`config.mk`:
```
export PLATFORM = sky130hd
export DESIGN_NAME = trace_status_decoder
export DESIGN_NICKNAME = d
export VERILOG_FILES = /design/src/trace_status_pkg.sv /design/src/status_classifier.sv /design/src/trace_status_decoder.sv
export SDC_FILE = /design/constraint.sdc
export NUM_CORES = 1
export LEC_CHECK = 0
export BUFFER_PORTS_ARGS = -buffer_cell sky130_fd_sc_hd__buf_4
export CAP_MARGIN = 20
export CORE_MARGIN = 2
export CORE_UTILIZATION = 39
export CTS_BUF_LIST = sky130_fd_sc_hd__clkbuf_16
export DETAILED_ROUTE_END_ITERATION = 7
export SYNTH_ARGS = -nofsm -noshare
export SYNTH_HDL_FRONTEND = slang
export SYNTH_SLANG_ARGS = --single-unit
```
`constraint.sdc`:
```
create_clock -name clk -period 2.1 [get_ports clk]
set_input_delay 0.21 -clock clk [delete_from_list [all_inputs] [get_ports clk]]
set_output_delay 0.21 -clock clk [all_outputs]
set_load 0.02 [all_outputs]
```
`src/trace_status_pkg.sv`:
```
package trace_status_pkg;

  // Processor state field encodings.
  localparam logic [2:0] STATE_HALT = 3'h0;
  localparam logic [2:0] STATE_PIPE_HOLD = 3'h1;
  localparam logic [2:0] STATE_LOAD_TEST = 3'h2;
  localparam logic [2:0] STATE_WAIT = 3'h3;
  localparam logic [2:0] STATE_IRET = 3'h4;
  localparam logic [2:0] STATE_INTR_TRAP = 3'h5;
  localparam logic [2:0] STATE_NONSEQ = 3'h6;
  localparam logic [2:0] STATE_EXEC = 3'h7;

  // Access option field encodings.
  localparam logic [2:0] OPT_WORD = 3'h0;
  localparam logic [2:0] OPT_BYTE = 3'h1;
  localparam logic [2:0] OPT_HALF = 3'h2;
  localparam logic [2:0] OPT_ROM_DATA = 3'h4;
  localparam logic [2:0] OPT_CACHE = 3'h5;
  localparam logic [2:0] OPT_DEBUG = 3'h6;

  // Data request type encodings; bit 1 set means coprocessor transfer.
  localparam logic [1:0] DREQT_MEM = 2'h0;
  localparam logic [1:0] DREQT_IO = 2'h1;
  localparam int DREQT_COPROC_BIT = 1;

  // Bit positions in the execution-state label vector.
  localparam int EXS_EXEC = 0;
  localparam int EXS_HALT = 1;
  localparam int EXS_LOAD_TEST = 2;
  localparam int EXS_WAIT = 3;
  localparam int EXS_INTR_TRAP = 4;
  localparam int EXS_IRET = 5;
  localparam int EXS_NONSEQ = 6;
  localparam int EXS_PIPE_HOLD = 7;
  localparam int EXS_WIDTH = 8;

  // Bit positions in the access option label vector.
  localparam int OPS_WORD = 0;
  localparam int OPS_BYTE = 1;
  localparam int OPS_HALF = 2;
  localparam int OPS_ROM_DATA = 3;
  localparam int OPS_CACHE = 4;
  localparam int OPS_DEBUG = 5;
  localparam int OPS_RESERVED = 6;
  localparam int OPS_WIDTH = 7;

  // Bit positions in the handshake label vector.
  localparam int HS_CDA = 0;
  localparam int HS_INSTR_BURST_REQ_N = 1;
  localparam int HS_INSTR_BURST_ACK_N = 2;
  localparam int HS_DATA_BURST_REQ_N = 3;
  localparam int HS_DATA_BURST_ACK_N = 4;
  localparam int HS_PIA = 5;
  localparam int HS_PDA = 6;
  localparam int HS_WIDTH = 7;

  // Captured states between the trigger and status capture taking effect.
  localparam int SWITCH_LATENCY = 4;
  // Trace position counter width.
  localparam int POS_WIDTH = 16;

  // Capture modes.
  typedef enum logic [1:0] {
    MODE_INSTR_DATA,
    MODE_DATA_INSTR,
    MODE_STATUS,
    MODE_SWITCHING
  } capture_mode_t;

endpackage

```
`src/status_classifier.sv`:
```
`timescale 1ns/1ps
module status_classifier
  import trace_status_pkg::*;
(
  input wire logic [2:0] procStateField,
  input wire logic [2:0] accessOptionField,
  input wire logic instrRequestType,
  input wire logic [1:0] dataRequestType,
  input wire logic readNotWrite,
  input wire logic instrBusRequest,
  input wire logic dataBusRequest,
  input wire logic coprocAcceptN,
  input wire logic instrBurstReqN,
  input wire logic instrBurstAckN,
  input wire logic dataBurstReqN,
  input wire logic dataBurstAckN,
  input wire logic pipelinedInstrAccessN,
  input wire logic pipelinedDataAccessN,
  input wire logic [3:0] irqLineN,
  input wire logic [1:0] trapLineN,
  input wire logic statusMode,
  output logic [EXS_WIDTH-1:0] execState,
  output logic [OPS_WIDTH-1:0] accessOpt,
  output logic [2:0] requestKind,
  output logic isRead,
  output logic collision,
  output logic [HS_WIDTH-1:0] handshakes,
  output logic [3:0] irqActive,
  output logic [1:0] trapActive
);

  // Decodes one sampled bus cycle into its label set with no storage.
  always_comb
  begin
    execState = '0;
    case (procStateField)
      STATE_EXEC: execState[EXS_EXEC] = 1'b1;
      STATE_HALT: execState[EXS_HALT] = 1'b1;
      STATE_LOAD_TEST: execState[EXS_LOAD_TEST] = 1'b1;
      STATE_WAIT: execState[EXS_WAIT] = 1'b1;
      STATE_INTR_TRAP: execState[EXS_INTR_TRAP] = 1'b1;
      STATE_IRET: execState[EXS_IRET] = 1'b1;
      STATE_NONSEQ: execState[EXS_NONSEQ] = 1'b1;
      STATE_PIPE_HOLD: execState[EXS_PIPE_HOLD] = 1'b1;
      default: execState = '0;
    endcase
    accessOpt = '0;
    case (accessOptionField)
      OPT_WORD: accessOpt[OPS_WORD] = 1'b1;
      OPT_BYTE: accessOpt[OPS_BYTE] = 1'b1;
      OPT_HALF: accessOpt[OPS_HALF] = 1'b1;
      OPT_ROM_DATA: accessOpt[OPS_ROM_DATA] = 1'b1;
      OPT_CACHE: accessOpt[OPS_CACHE] = 1'b1;
      OPT_DEBUG: accessOpt[OPS_DEBUG] = 1'b1;
      default: accessOpt[OPS_RESERVED] = 1'b1;
    endcase
  end

  // Request kind: bit 0 instruction ROM, bit 1 data I/O, bit 2 coprocessor.
  always_comb
  begin
    requestKind[0] = instrRequestType;
    requestKind[1] = (dataRequestType == DREQT_IO);
    requestKind[2] = dataRequestType[DREQT_COPROC_BIT];
  end

  // Read or write label comes straight from the direction line.
  assign isRead = readNotWrite;

  // Collision is only meaningful outside status capture.
  assign collision = !statusMode && !instrBusRequest && !dataBusRequest;

  // Active-low handshakes reported only in status capture mode.
  always_comb
  begin
    handshakes = '0;
    if (statusMode)
    begin
      handshakes[HS_CDA] = !coprocAcceptN;
      handshakes[HS_INSTR_BURST_REQ_N] = !instrBurstReqN;
      handshakes[HS_INSTR_BURST_ACK_N] = !instrBurstAckN;
      handshakes[HS_DATA_BURST_REQ_N] = !dataBurstReqN;
      handshakes[HS_DATA_BURST_ACK_N] = !dataBurstAckN;
      handshakes[HS_PIA] = !pipelinedInstrAccessN;
      handshakes[HS_PDA] = !pipelinedDataAccessN;
    end
  end

  // Interrupts are always reported, traps only in status capture.
  assign irqActive = ~irqLineN;
  assign trapActive = statusMode ? ~trapLineN : 2'h0;

endmodule

```
`src/trace_status_decoder.sv`:
```
`timescale 1ns/1ps
module trace_status_decoder
  import trace_status_pkg::*;
#(
  parameter int LATENCY = SWITCH_LATENCY
)
(
  input wire logic clk,
  input wire logic nrst,
  input wire logic [2:0] procStateField,
  input wire logic [2:0] accessOptionField,
  input wire logic instrRequestType,
  input wire logic [1:0] dataRequestType,
  input wire logic readNotWrite,
  input wire logic instrBusRequest,
  input wire logic dataBusRequest,
  input wire logic coprocAcceptN,
  input wire logic instrBurstReqN,
  input wire logic instrBurstAckN,
  input wire logic dataBurstReqN,
  input wire logic dataBurstAckN,
  input wire logic pipelinedInstrAccessN,
  input wire logic pipelinedDataAccessN,
  input wire logic [3:0] irqLineN,
  input wire logic [1:0] trapLineN,
  input wire logic [31:0] busData,
  input wire logic captureStrobe,
  input wire logic traceStart,
  input wire logic triggerMatch,
  input wire logic [1:0] captureModeSel,
  input wire logic crossTriggerEnable,
  input wire logic configWrite,
  output logic crossTriggerLine,
  output logic switchToStatusMode,
  output logic statusModeActive,
  output logic triggered,
  output logic [POS_WIDTH-1:0] tracePosition,
  output logic stateValid,
  output logic isTriggerState,
  output logic monitorBreak,
  output logic [EXS_WIDTH-1:0] execStateLabel,
  output logic [OPS_WIDTH-1:0] accessOptLabel,
  output logic [2:0] requestKindLabel,
  output logic readLabel,
  output logic collisionLabel,
  output logic [HS_WIDTH-1:0] handshakeLabel,
  output logic [3:0] irqLabel,
  output logic [1:0] trapLabel,
  output logic [31:0] dataLabel
);

  // Synchronised copies of every processor pin (two flops each).
  localparam int PW = 3 + 3 + 1 + 2 + 1 + 1 + 1 + 7 + 4 + 2 + 32;
  logic [PW-1:0] pinRaw;
  logic [PW-1:0] pinMeta;
  logic [PW-1:0] pinSync;
  logic [PW-1:0] next_pinMeta;
  logic [PW-1:0] next_pinSync;

  assign pinRaw = {procStateField, accessOptionField, instrRequestType, dataRequestType,
    readNotWrite, instrBusRequest, dataBusRequest, coprocAcceptN, instrBurstReqN,
    instrBurstAckN, dataBurstReqN, dataBurstAckN, pipelinedInstrAccessN,
    pipelinedDataAccessN, irqLineN, trapLineN, busData};

  logic [2:0] sState;
  logic [2:0] sOpt;
  logic sIreqt;
  logic [1:0] sDreqt;
  logic sRw;
  logic sIreq;
  logic sDreq;
  logic sCda;
  logic sIbreq;
  logic sIback;
  logic sDbreq;
  logic sDback;
  logic sPia;
  logic sPda;
  logic [3:0] sIrq;
  logic [1:0] sTrap;
  logic [31:0] sData;

  assign {sState, sOpt, sIreqt, sDreqt, sRw, sIreq, sDreq, sCda, sIbreq, sIback, sDbreq,
    sDback, sPia, sPda, sIrq, sTrap, sData} = pinSync;

  // Synchroniser next values.
  always_comb
  begin
    next_pinMeta = pinRaw;
    next_pinSync = pinMeta;
  end

  // Synchroniser registers.
  always_ff @(posedge clk or negedge nrst)
  begin
    if (!nrst)
    begin
      pinMeta <= '0;
      pinSync <= '0;
    end
    else
    begin
      pinMeta <= next_pinMeta;
      pinSync <= next_pinSync;
    end
  end

  // Capture sequencing state.
  typedef enum logic [1:0] {
    SEQ_IDLE,
    SEQ_PRE,
    SEQ_SWITCHING,
    SEQ_POST
  } seq_t;

  seq_t seq;
  seq_t next_seq;
  capture_mode_t mode;
  capture_mode_t next_mode;
  logic statusNow;
  logic next_statusNow;
  logic [POS_WIDTH-1:0] latCount;
  logic [POS_WIDTH-1:0] next_latCount;
  logic [POS_WIDTH-1:0] next_tracePosition;
  logic next_triggered;
  logic next_crossTriggerLine;
  logic next_switchToStatusMode;
  logic next_monitorBreak;
  logic next_isTriggerState;
  logic next_stateValid;
  logic hitNow;

  // Classification uses the current mode, not the one in force when the pins were sampled.
  logic [EXS_WIDTH-1:0] cExec;
  logic [OPS_WIDTH-1:0] cOpt;
  logic [2:0] cReq;
  logic cRead;
  logic cColl;
  logic [HS_WIDTH-1:0] cHs;
  logic [3:0] cIrq;
  logic [1:0] cTrap;

  status_classifier classifier (
    .procStateField(sState),
    .accessOptionField(sOpt),
    .instrRequestType(sIreqt),
    .dataRequestType(sDreqt),
    .readNotWrite(sRw),
    .instrBusRequest(sIreq),
    .dataBusRequest(sDreq),
    .coprocAcceptN(sCda),
    .instrBurstReqN(sIbreq),
    .instrBurstAckN(sIback),
    .dataBurstReqN(sDbreq),
    .dataBurstAckN(sDback),
    .pipelinedInstrAccessN(sPia),
    .pipelinedDataAccessN(sPda),
    .irqLineN(sIrq),
    .trapLineN(sTrap),
    .statusMode(statusNow),
    .execState(cExec),
    .accessOpt(cOpt),
    .requestKind(cReq),
    .isRead(cRead),
    .collision(cColl),
    .handshakes(cHs),
    .irqActive(cIrq),
    .trapActive(cTrap)
  );

  // A trigger counts only on a captured state of a running trace.
  assign hitNow = captureStrobe && triggerMatch && !triggered && (seq != SEQ_IDLE);

  // Sequencer, trace position and cross-trigger next values.
  always_comb
  begin
    next_seq = seq;
    next_mode = mode;
    next_statusNow = statusNow;
    next_latCount = latCount;
    next_tracePosition = tracePosition;
    next_triggered = triggered;
    next_crossTriggerLine = crossTriggerLine;
    next_switchToStatusMode = switchToStatusMode;
    next_monitorBreak = configWrite;
    next_isTriggerState = 1'b0;
    next_stateValid = captureStrobe && (seq != SEQ_IDLE);
    case (seq)
      SEQ_IDLE:
      begin
        if (traceStart && !configWrite)
        begin
          next_seq = SEQ_PRE;
          next_triggered = 1'b0;
          next_crossTriggerLine = 1'b0;
          next_switchToStatusMode = 1'b0;
          next_tracePosition = '0;
          next_statusNow = (mode == MODE_STATUS);
        end
      end
      SEQ_PRE:
      begin
        // Earlier states run at negative positions counting down from zero.
        if (captureStrobe)
        begin
          next_tracePosition = tracePosition - POS_WIDTH'(1);
        end
        if (hitNow)
        begin
          next_triggered = 1'b1;
          next_isTriggerState = 1'b1;
          next_tracePosition = '0;
          next_crossTriggerLine = crossTriggerEnable;
          if (mode == MODE_SWITCHING && crossTriggerEnable)
          begin
            next_switchToStatusMode = 1'b1;
            next_latCount = POS_WIDTH'(LATENCY);
            next_seq = SEQ_SWITCHING;
          end
          else
          begin
            next_seq = SEQ_POST;
          end
        end
      end
      SEQ_SWITCHING:
      begin
        // Status capture starts only after the latency expires.
        if (captureStrobe)
        begin
          next_tracePosition = tracePosition + POS_WIDTH'(1);
          next_latCount = latCount - POS_WIDTH'(1);
          if (latCount <= POS_WIDTH'(1))
          begin
            next_statusNow = 1'b1;
            next_seq = SEQ_POST;
          end
        end
      end
      SEQ_POST:
      begin
        if (captureStrobe)
        begin
          next_tracePosition = tracePosition + POS_WIDTH'(1);
        end
      end
      default: next_seq = SEQ_IDLE;
    endcase
    // A configuration write aborts any trace phase, so it overrides the sequencer last.
    if (configWrite)
    begin
      next_mode = capture_mode_t'(captureModeSel);
      next_seq = SEQ_IDLE;
    end
  end

  // Sequencer registers.
  always_ff @(posedge clk or negedge nrst)
  begin
    if (!nrst)
    begin
      seq <= SEQ_IDLE;
      mode <= MODE_INSTR_DATA;
      statusNow <= 1'b0;
      latCount <= '0;
      tracePosition <= '0;
      triggered <= 1'b0;
      crossTriggerLine <= 1'b0;
      switchToStatusMode <= 1'b0;
      monitorBreak <= 1'b0;
      isTriggerState <= 1'b0;
      stateValid <= 1'b0;
    end
    else
    begin
      seq <= next_seq;
      mode <= next_mode;
      statusNow <= next_statusNow;
      latCount <= next_latCount;
      tracePosition <= next_tracePosition;
      triggered <= next_triggered;
      crossTriggerLine <= next_crossTriggerLine;
      switchToStatusMode <= next_switchToStatusMode;
      monitorBreak <= next_monitorBreak;
      isTriggerState <= next_isTriggerState;
      stateValid <= next_stateValid;
    end
  end

  // Registered label set, updated every clock whether or not a state is captured.
  logic [EXS_WIDTH-1:0] next_execStateLabel;
  logic [OPS_WIDTH-1:0] next_accessOptLabel;
  logic [2:0] next_requestKindLabel;
  logic next_readLabel;
  logic next_collisionLabel;
  logic [HS_WIDTH-1:0] next_handshakeLabel;
  logic [3:0] next_irqLabel;
  logic [1:0] next_trapLabel;
  logic [31:0] next_dataLabel;
  logic next_statusModeActive;

  always_comb
  begin
    next_execStateLabel = cExec;
    next_accessOptLabel = cOpt;
    next_requestKindLabel = cReq;
    next_readLabel = cRead;
    next_collisionLabel = cColl;
    next_handshakeLabel = cHs;
    next_irqLabel = cIrq;
    next_trapLabel = cTrap;
    next_dataLabel = statusNow ? sData : '0;
    next_statusModeActive = statusNow;
  end

  always_ff @(posedge clk or negedge nrst)
  begin
    if (!nrst)
    begin
      execStateLabel <= '0;
      accessOptLabel <= '0;
      requestKindLabel <= '0;
      readLabel <= 1'b0;
      collisionLabel <= 1'b0;
      handshakeLabel <= '0;
      irqLabel <= '0;
      trapLabel <= '0;
      dataLabel <= '0;
      statusModeActive <= 1'b0;
    end
    else
    begin
      execStateLabel <= next_execStateLabel;
      accessOptLabel <= next_accessOptLabel;
      requestKindLabel <= next_requestKindLabel;
      readLabel <= next_readLabel;
      collisionLabel <= next_collisionLabel;
      handshakeLabel <= next_handshakeLabel;
      irqLabel <= next_irqLabel;
      trapLabel <= next_trapLabel;
      dataLabel <= next_dataLabel;
      statusModeActive <= next_statusModeActive;
    end
  end

endmodule

```
# Word level (Yosys, flattened, before mapping)
# Index checks and enable logic that the tools add are counted.
# op_classes
reduce_logical	36
bitwise	2
n_addsub	3
magnitude_cmp	1
mux	48
eq_ne	29
# op_table
op	n
$mux 16	7
$pmux 16 s3	1
$mux 32	1
$pmux 16 s2	1
$sub 16x1->16 const B	2
$mux 1	26
$eq 3x3->1 const B	7
$add 16x1->16 const B	1
$le 16x1->1 const B	1
$ne 3x3->1 const B	5
$logic_not 1->1	12
$mux 2	6
$reduce_and 4->1	3
$ne 2x2->1 const B	5
$eq 3x2->1 const B	3
$eq 2x2->1 const B	4
$logic_and 1x1->1	8
$pmux 1 s2	4
$reduce_bool 2->1	4
$mux 7	1
$eq 3x1->1 const B	2
$logic_not 3->1	2
$pmux 2 s3	1
$reduce_and 3->1	2
9 further kinds	10
# word_totals
ff_bits	223
out_inout_bits	88

# Longest topological paths before layout
# depth
word_depth	6
mapped_depth	9

# Modules after synthesis
# A second synthesis with hierarchy kept.
# unflattened
cells_unflattened	589
hier_area_um2	7822.5
# by_module_without_submodules
module	n_inst	area_each_um2	cells_per_inst	seq_area_each_um2
trace_status_decoder	1	7601.0	556	5580.4
status_classifier	1	221.5	33	0.0

# Worst setup path before layout
# No wires, ideal clock.
# synth_timing
kind	reg2reg
from	register tracePosition[1]
to	register tracePosition[12]
period_less_slack_ns	2.279
path_slack_ns	-0.179
arrival_ns	2.147
stages_incl_launch_ff	9
path_buffers	1
required_time_ns	1.967
cell_sequence	dfrtp_1 -> clkbuf_1 -> inv_1 -> ha_1 -> or4b_2 -> nor4_2 -> a21oi_1 -> o21ai_0 -> o31ai_1
# synth_via
elab_chain_len	4
elab_cells_between_ends	6
# synth_lines
element	line	source
start: declaration	trace_status_decoder.sv:37	output logic [POS_WIDTH-1:0] tracePosition,
start signal: assignment	trace_status_decoder.sv:280	tracePosition <= next_tracePosition;
$sub 16x1->16	trace_status_decoder.sv:206	next_tracePosition = tracePosition - POS_WIDTH'(1);
$mux 16	trace_status_decoder.sv:204	if (captureStrobe)
$mux 16	trace_status_decoder.sv:208	if (hitNow)
$pmux 16 s3 (*)	trace_status_decoder.sv:188	case (seq)
# Mark *: on every way between the ends. The rest lies on a longest branch, timed or not. The select of a mux whose other input is x is not followed.
# A chain may end at the register's enable or synchronous reset.

# Worst setup path in the final report
# layout_timing
from	register latCount[10]
to	register seq[1]
# layout_via
elab_chain_len	3
# layout_lines
element	line	source
start: declaration	trace_status_decoder.sv:122	logic [POS_WIDTH-1:0] latCount;
start signal: assignment	trace_status_decoder.sv:279	latCount <= next_latCount;
$le 16x1->1	trace_status_decoder.sv:233	if (latCount <= POS_WIDTH'(1))
$ne 3x3->1 (no source line)	-	
$reduce_and 5->1 (no source line)	-	
end signal: assignment	trace_status_decoder.sv:276	seq <= next_seq;
end: declaration	trace_status_decoder.sv:116	seq_t seq;
# Every way passes these cells.

==> flow_metrics.env <==
export IMPL_drv_cap=0
export IMPL_synth_cell_types=54
export IMPL_insertion_delay_ps=510
export IMPL_ys_ff_latch=223
export IMPL_multi_input_area_mm2=0.002117
export IMPL_syn_to_final_growth_pct=41.98
export IMPL_h_tree_depth=1
export IMPL_place_gp_congestion=0.8809
export IMPL_fin_ws_ps=-64.94
export IMPL_crit_start="latCount[10]$_DFFE_PN0P_"
export IMPL_worstHoldPathType="in2reg"
export IMPL_clock_sinks=223
export IMPL_syn_inst=591
export IMPL_tightestPinTransition_ps=593.7
export IMPL_cts_tree="built"
export IMPL_register_area_mm2=0.005583
export IMPL_drive_above_1_share_pct=30.90
export IMPL_synth_flop_cell="dfrtp_1"
export IMPL_netlist_area_mm2=0.007774
export IMPL_crit_type="reg2reg"
export IMPL_drcViolationCount=0
export IMPL_max_vdd_ir_drop_mv=0.6851
export IMPL_slew_headroom_pct=60.42
export IMPL_fin_cells=1142
export IMPL_async_flop_share_pct=100.0
export IMPL_avgSynthCellArea_um2=13.15
export IMPL_grt_pass1_wl_um=29350
export IMPL_hold_viol_final=0
export IMPL_dpl_worst_slack_ps=-22.53
export IMPL_powerDensity_mw_per_mm2=1338
export IMPL_die_h_um=145.2
export IMPL_grt_antenna_before_repair=0
export IMPL_ios=154
export IMPL_synth_area_leaders="dfrtp_1, and2_1, o21ai_0"
export IMPL_period_minus_slack_ps=2165
export IMPL_rows=51
export IMPL_finalCritPeriodShare_pct=103.1
export IMPL_wl_met2_um=8622
export IMPL_cp_max_fo=4
export IMPL_synth_top_area_share_pct=71.78
export IMPL_synth_edf_count=0
export IMPL_post_drt_wl_per_cell_um=15.46
export IMPL_r2r_slack_ps=-60
export IMPL_finalCoreUtilization_pct=56.52
export IMPL_fin_skew_ps=12.06
export IMPL_wl_met3_um=1160
export IMPL_ys_seq_area_share_pct=71.78
export IMPL_fillers=1637
export IMPL_dieArea_mm2=0.02108
export IMPL_diodes=0
export IMPL_cts_buffers=24
export IMPL_vias=5560
export IMPL_wl_met1_um=7392
export IMPL_routed_wl_um=17660
export IMPL_violations="negative setup slack"
export IMPL_r2r_start="latCount[10]$_DFFE_PN0P_"
export IMPL_drt_initial_drc_count=303
export IMPL_vias_per_cell=4.869
export IMPL_final_max_slew_violation_count=0
export IMPL_track_usage_pct=16.84
export IMPL_crit_arrival_ps=2540
export IMPL_core_mm2=0.01953
export IMPL_r2r_cells=5
export IMPL_max_freq_mhz=461.9
export IMPL_syn_nets=666
export IMPL_grt_overflow=0
export IMPL_grt_pass1_vias=5782
export IMPL_clockBufferDepth=3
export IMPL_clkTransAtPathRegs_ps=60
export IMPL_ant_nets=0
export IMPL_cts_root_buf="clkbuf_16"
export IMPL_start_util_pct=39.81
export IMPL_yosys_area_top_type="dfrtp_1"
export IMPL_yosys_warnings=0
export IMPL_p_leak_nw=5.237
export IMPL_worstSetupEndpoint="seq[1]$_DFFE_PN0P_"
export IMPL_status="finished with violations"
export IMPL_startpoint_type="register"
export IMPL_grt_max_degree=76
export IMPL_r2r_end="seq[1]$_DFFE_PN0P_"
export IMPL_highest_layer="met4"
export IMPL_place_port_buffers=153
export IMPL_min_from="crossTriggerEnable"
export IMPL_die_x_um=145.2
export IMPL_dpl_hpwl_um=11670
export IMPL_firstDrtPassIters=5
export IMPL_setup_violations_final=1
export IMPL_post_place_cells=1034
export IMPL_endpoint_kind="register"
export IMPL_critPathRequiredTime_ps=2480
export IMPL_rsz0062_at_grt="yes"
export IMPL_finish_net_count=934
critical path: stages (launching register included):
cell      delay (ps)
dfrtp_1          380
or4_4            540
or4_4            430
o31a_1           310
o211ai_1         250
o41ai_2          120
synth_stat cells, types with 6 or more instances:
library cell,count
nor4_1,9
nor2_1,37
nand2_1,30
ha_1,9
xnor2_1,10
o21ai_0,32
nor3b_1,6
a22o_1,9
a21oi_1,15
nand3_1,11
and2_1,34
nor3_1,20
nand4_1,8
clkbuf_1,20
inv_1,20
dfrtp_1,223
and3_1,6
nor2b_1,13
layer usage:
layer / up-vias / GRT usage [%]
met5: - / 0
met4: 0 / 5.147
met3: 41 / 3.774
met2: 223 / 27.95
met1: 2728 / 22.28
li1: 2568 / -
final cells by class:
type / instances / share of cell area [%]
flip-flops and latches: 223 / 50.58
repair buffers: 264 / 19.75
multi-input cells: 326 / 19.18
clock buffers: 25 / 5.668
well taps: 265 / 3.004
clock inverters: 19 / 1.134
inverters: 20 / 0.6802
layout by cell type (no fill, tap or decap), types with 3 or more instances in the layout:
master,n
dfrtp_1,221
clkinv_1,7
ha_1,7
a31oi_1,5
and3b_1,4
nand2b_1,4
nor2b_1,13
nand3_1,10
o31ai_1,4
clkinv_2,3
buf_12,3
o21ai_0,32
a22oi_1,4
or4_1,4
dlygate4sd3_1,61
a21oi_1,14
clkinv_4,3
and3_1,6
clkbuf_16,25
o22ai_1,3
nand2_1,29
nor4_1,7
a22o_1,9
inv_1,23
xnor2_1,10
mux2_2,3
or2_2,4
nor2_1,36
buf_4,199
nand4_1,8
and2_1,34
nor3_1,19
nor3b_1,6
repair_timing:
action | 4_1_cts | 5_1_grt
pin swaps | 4 | 5
setup buffers | 1 | 2
endpoints found under the hold margin | 130 | 0
setup endpoints to repair | 2 | 25
hold buffers | 61 | 0
gates resized for setup | 1 | 14
stage by stage:
stage          cell area (µm²)  power [mW]  hold WS, ps  TNS (ps)
2_1_floorplan             7797       8.366       -85.59         0
3_3_place_gp              9585       10.47        215.8         0
3_5_place_dp              9585       10.60        225.6    -22.53
4_1_cts                  10960       14.75        10.32    -15.02
5_1_grt                  11040       15.63        26.63    -131.2
6_report                 11040       14.77        24.25    -64.94
worst min path at each step:
stage | end | depth (start not counted) | slack (ps)
after floorplan | accessOptLabel[0]$_DFF_PN0_ | 0 | -90
after global placement | execStateLabel[6]$_DFF_PN0_ | 1 | 220
after detailed placement | execStateLabel[1]$_DFF_PN0_ | 1 | 230
after CTS | crossTriggerLine$_DFFE_PN0P_ | 3 | 10
after global routing | crossTriggerLine$_DFFE_PN0P_ | 3 | 30
final | crossTriggerLine$_DFFE_PN0P_ | 3 | 20
state kept, by name, summed over array words and instances (netlist names), 2 cells and up:
| name | cells |
|---|---|
| next_pinSync | 57 |
| pinSync | 57 |
| dataLabel | 32 |
| latCount | 16 |
| tracePosition | 16 |
| execStateLabel | 8 |
| accessOptLabel | 7 |
| handshakeLabel | 7 |
| irqLabel | 4 |
| requestKindLabel | 3 |
| mode | 2 |
| seq | 2 |
| trapLabel | 2 |
cells by family (layout without fill, tap and decap cells):
kind of cell | count (synthesis) | after routing | synth area share [%]
compound gates | 94 | 94 | 7.839
xor+xnor | 12 | 12 | 1.352
fa+ha+maj | 9 | 9 | 1.449
buf+inv | 42 | 328 | 2.060
flops | 223 | 223 | 71.78
mux | 5 | 5 | 0.6921
simple gates | 206 | 206 | 14.82
power by group:
part	total, mW	internal [mW]	switching (mW)
logic	5.48	2.40	3.08
registers	5.34	4.91	0.430
clock network	3.96	2.29	1.67
No activity file was read; power rests on OpenSTA's default activity.
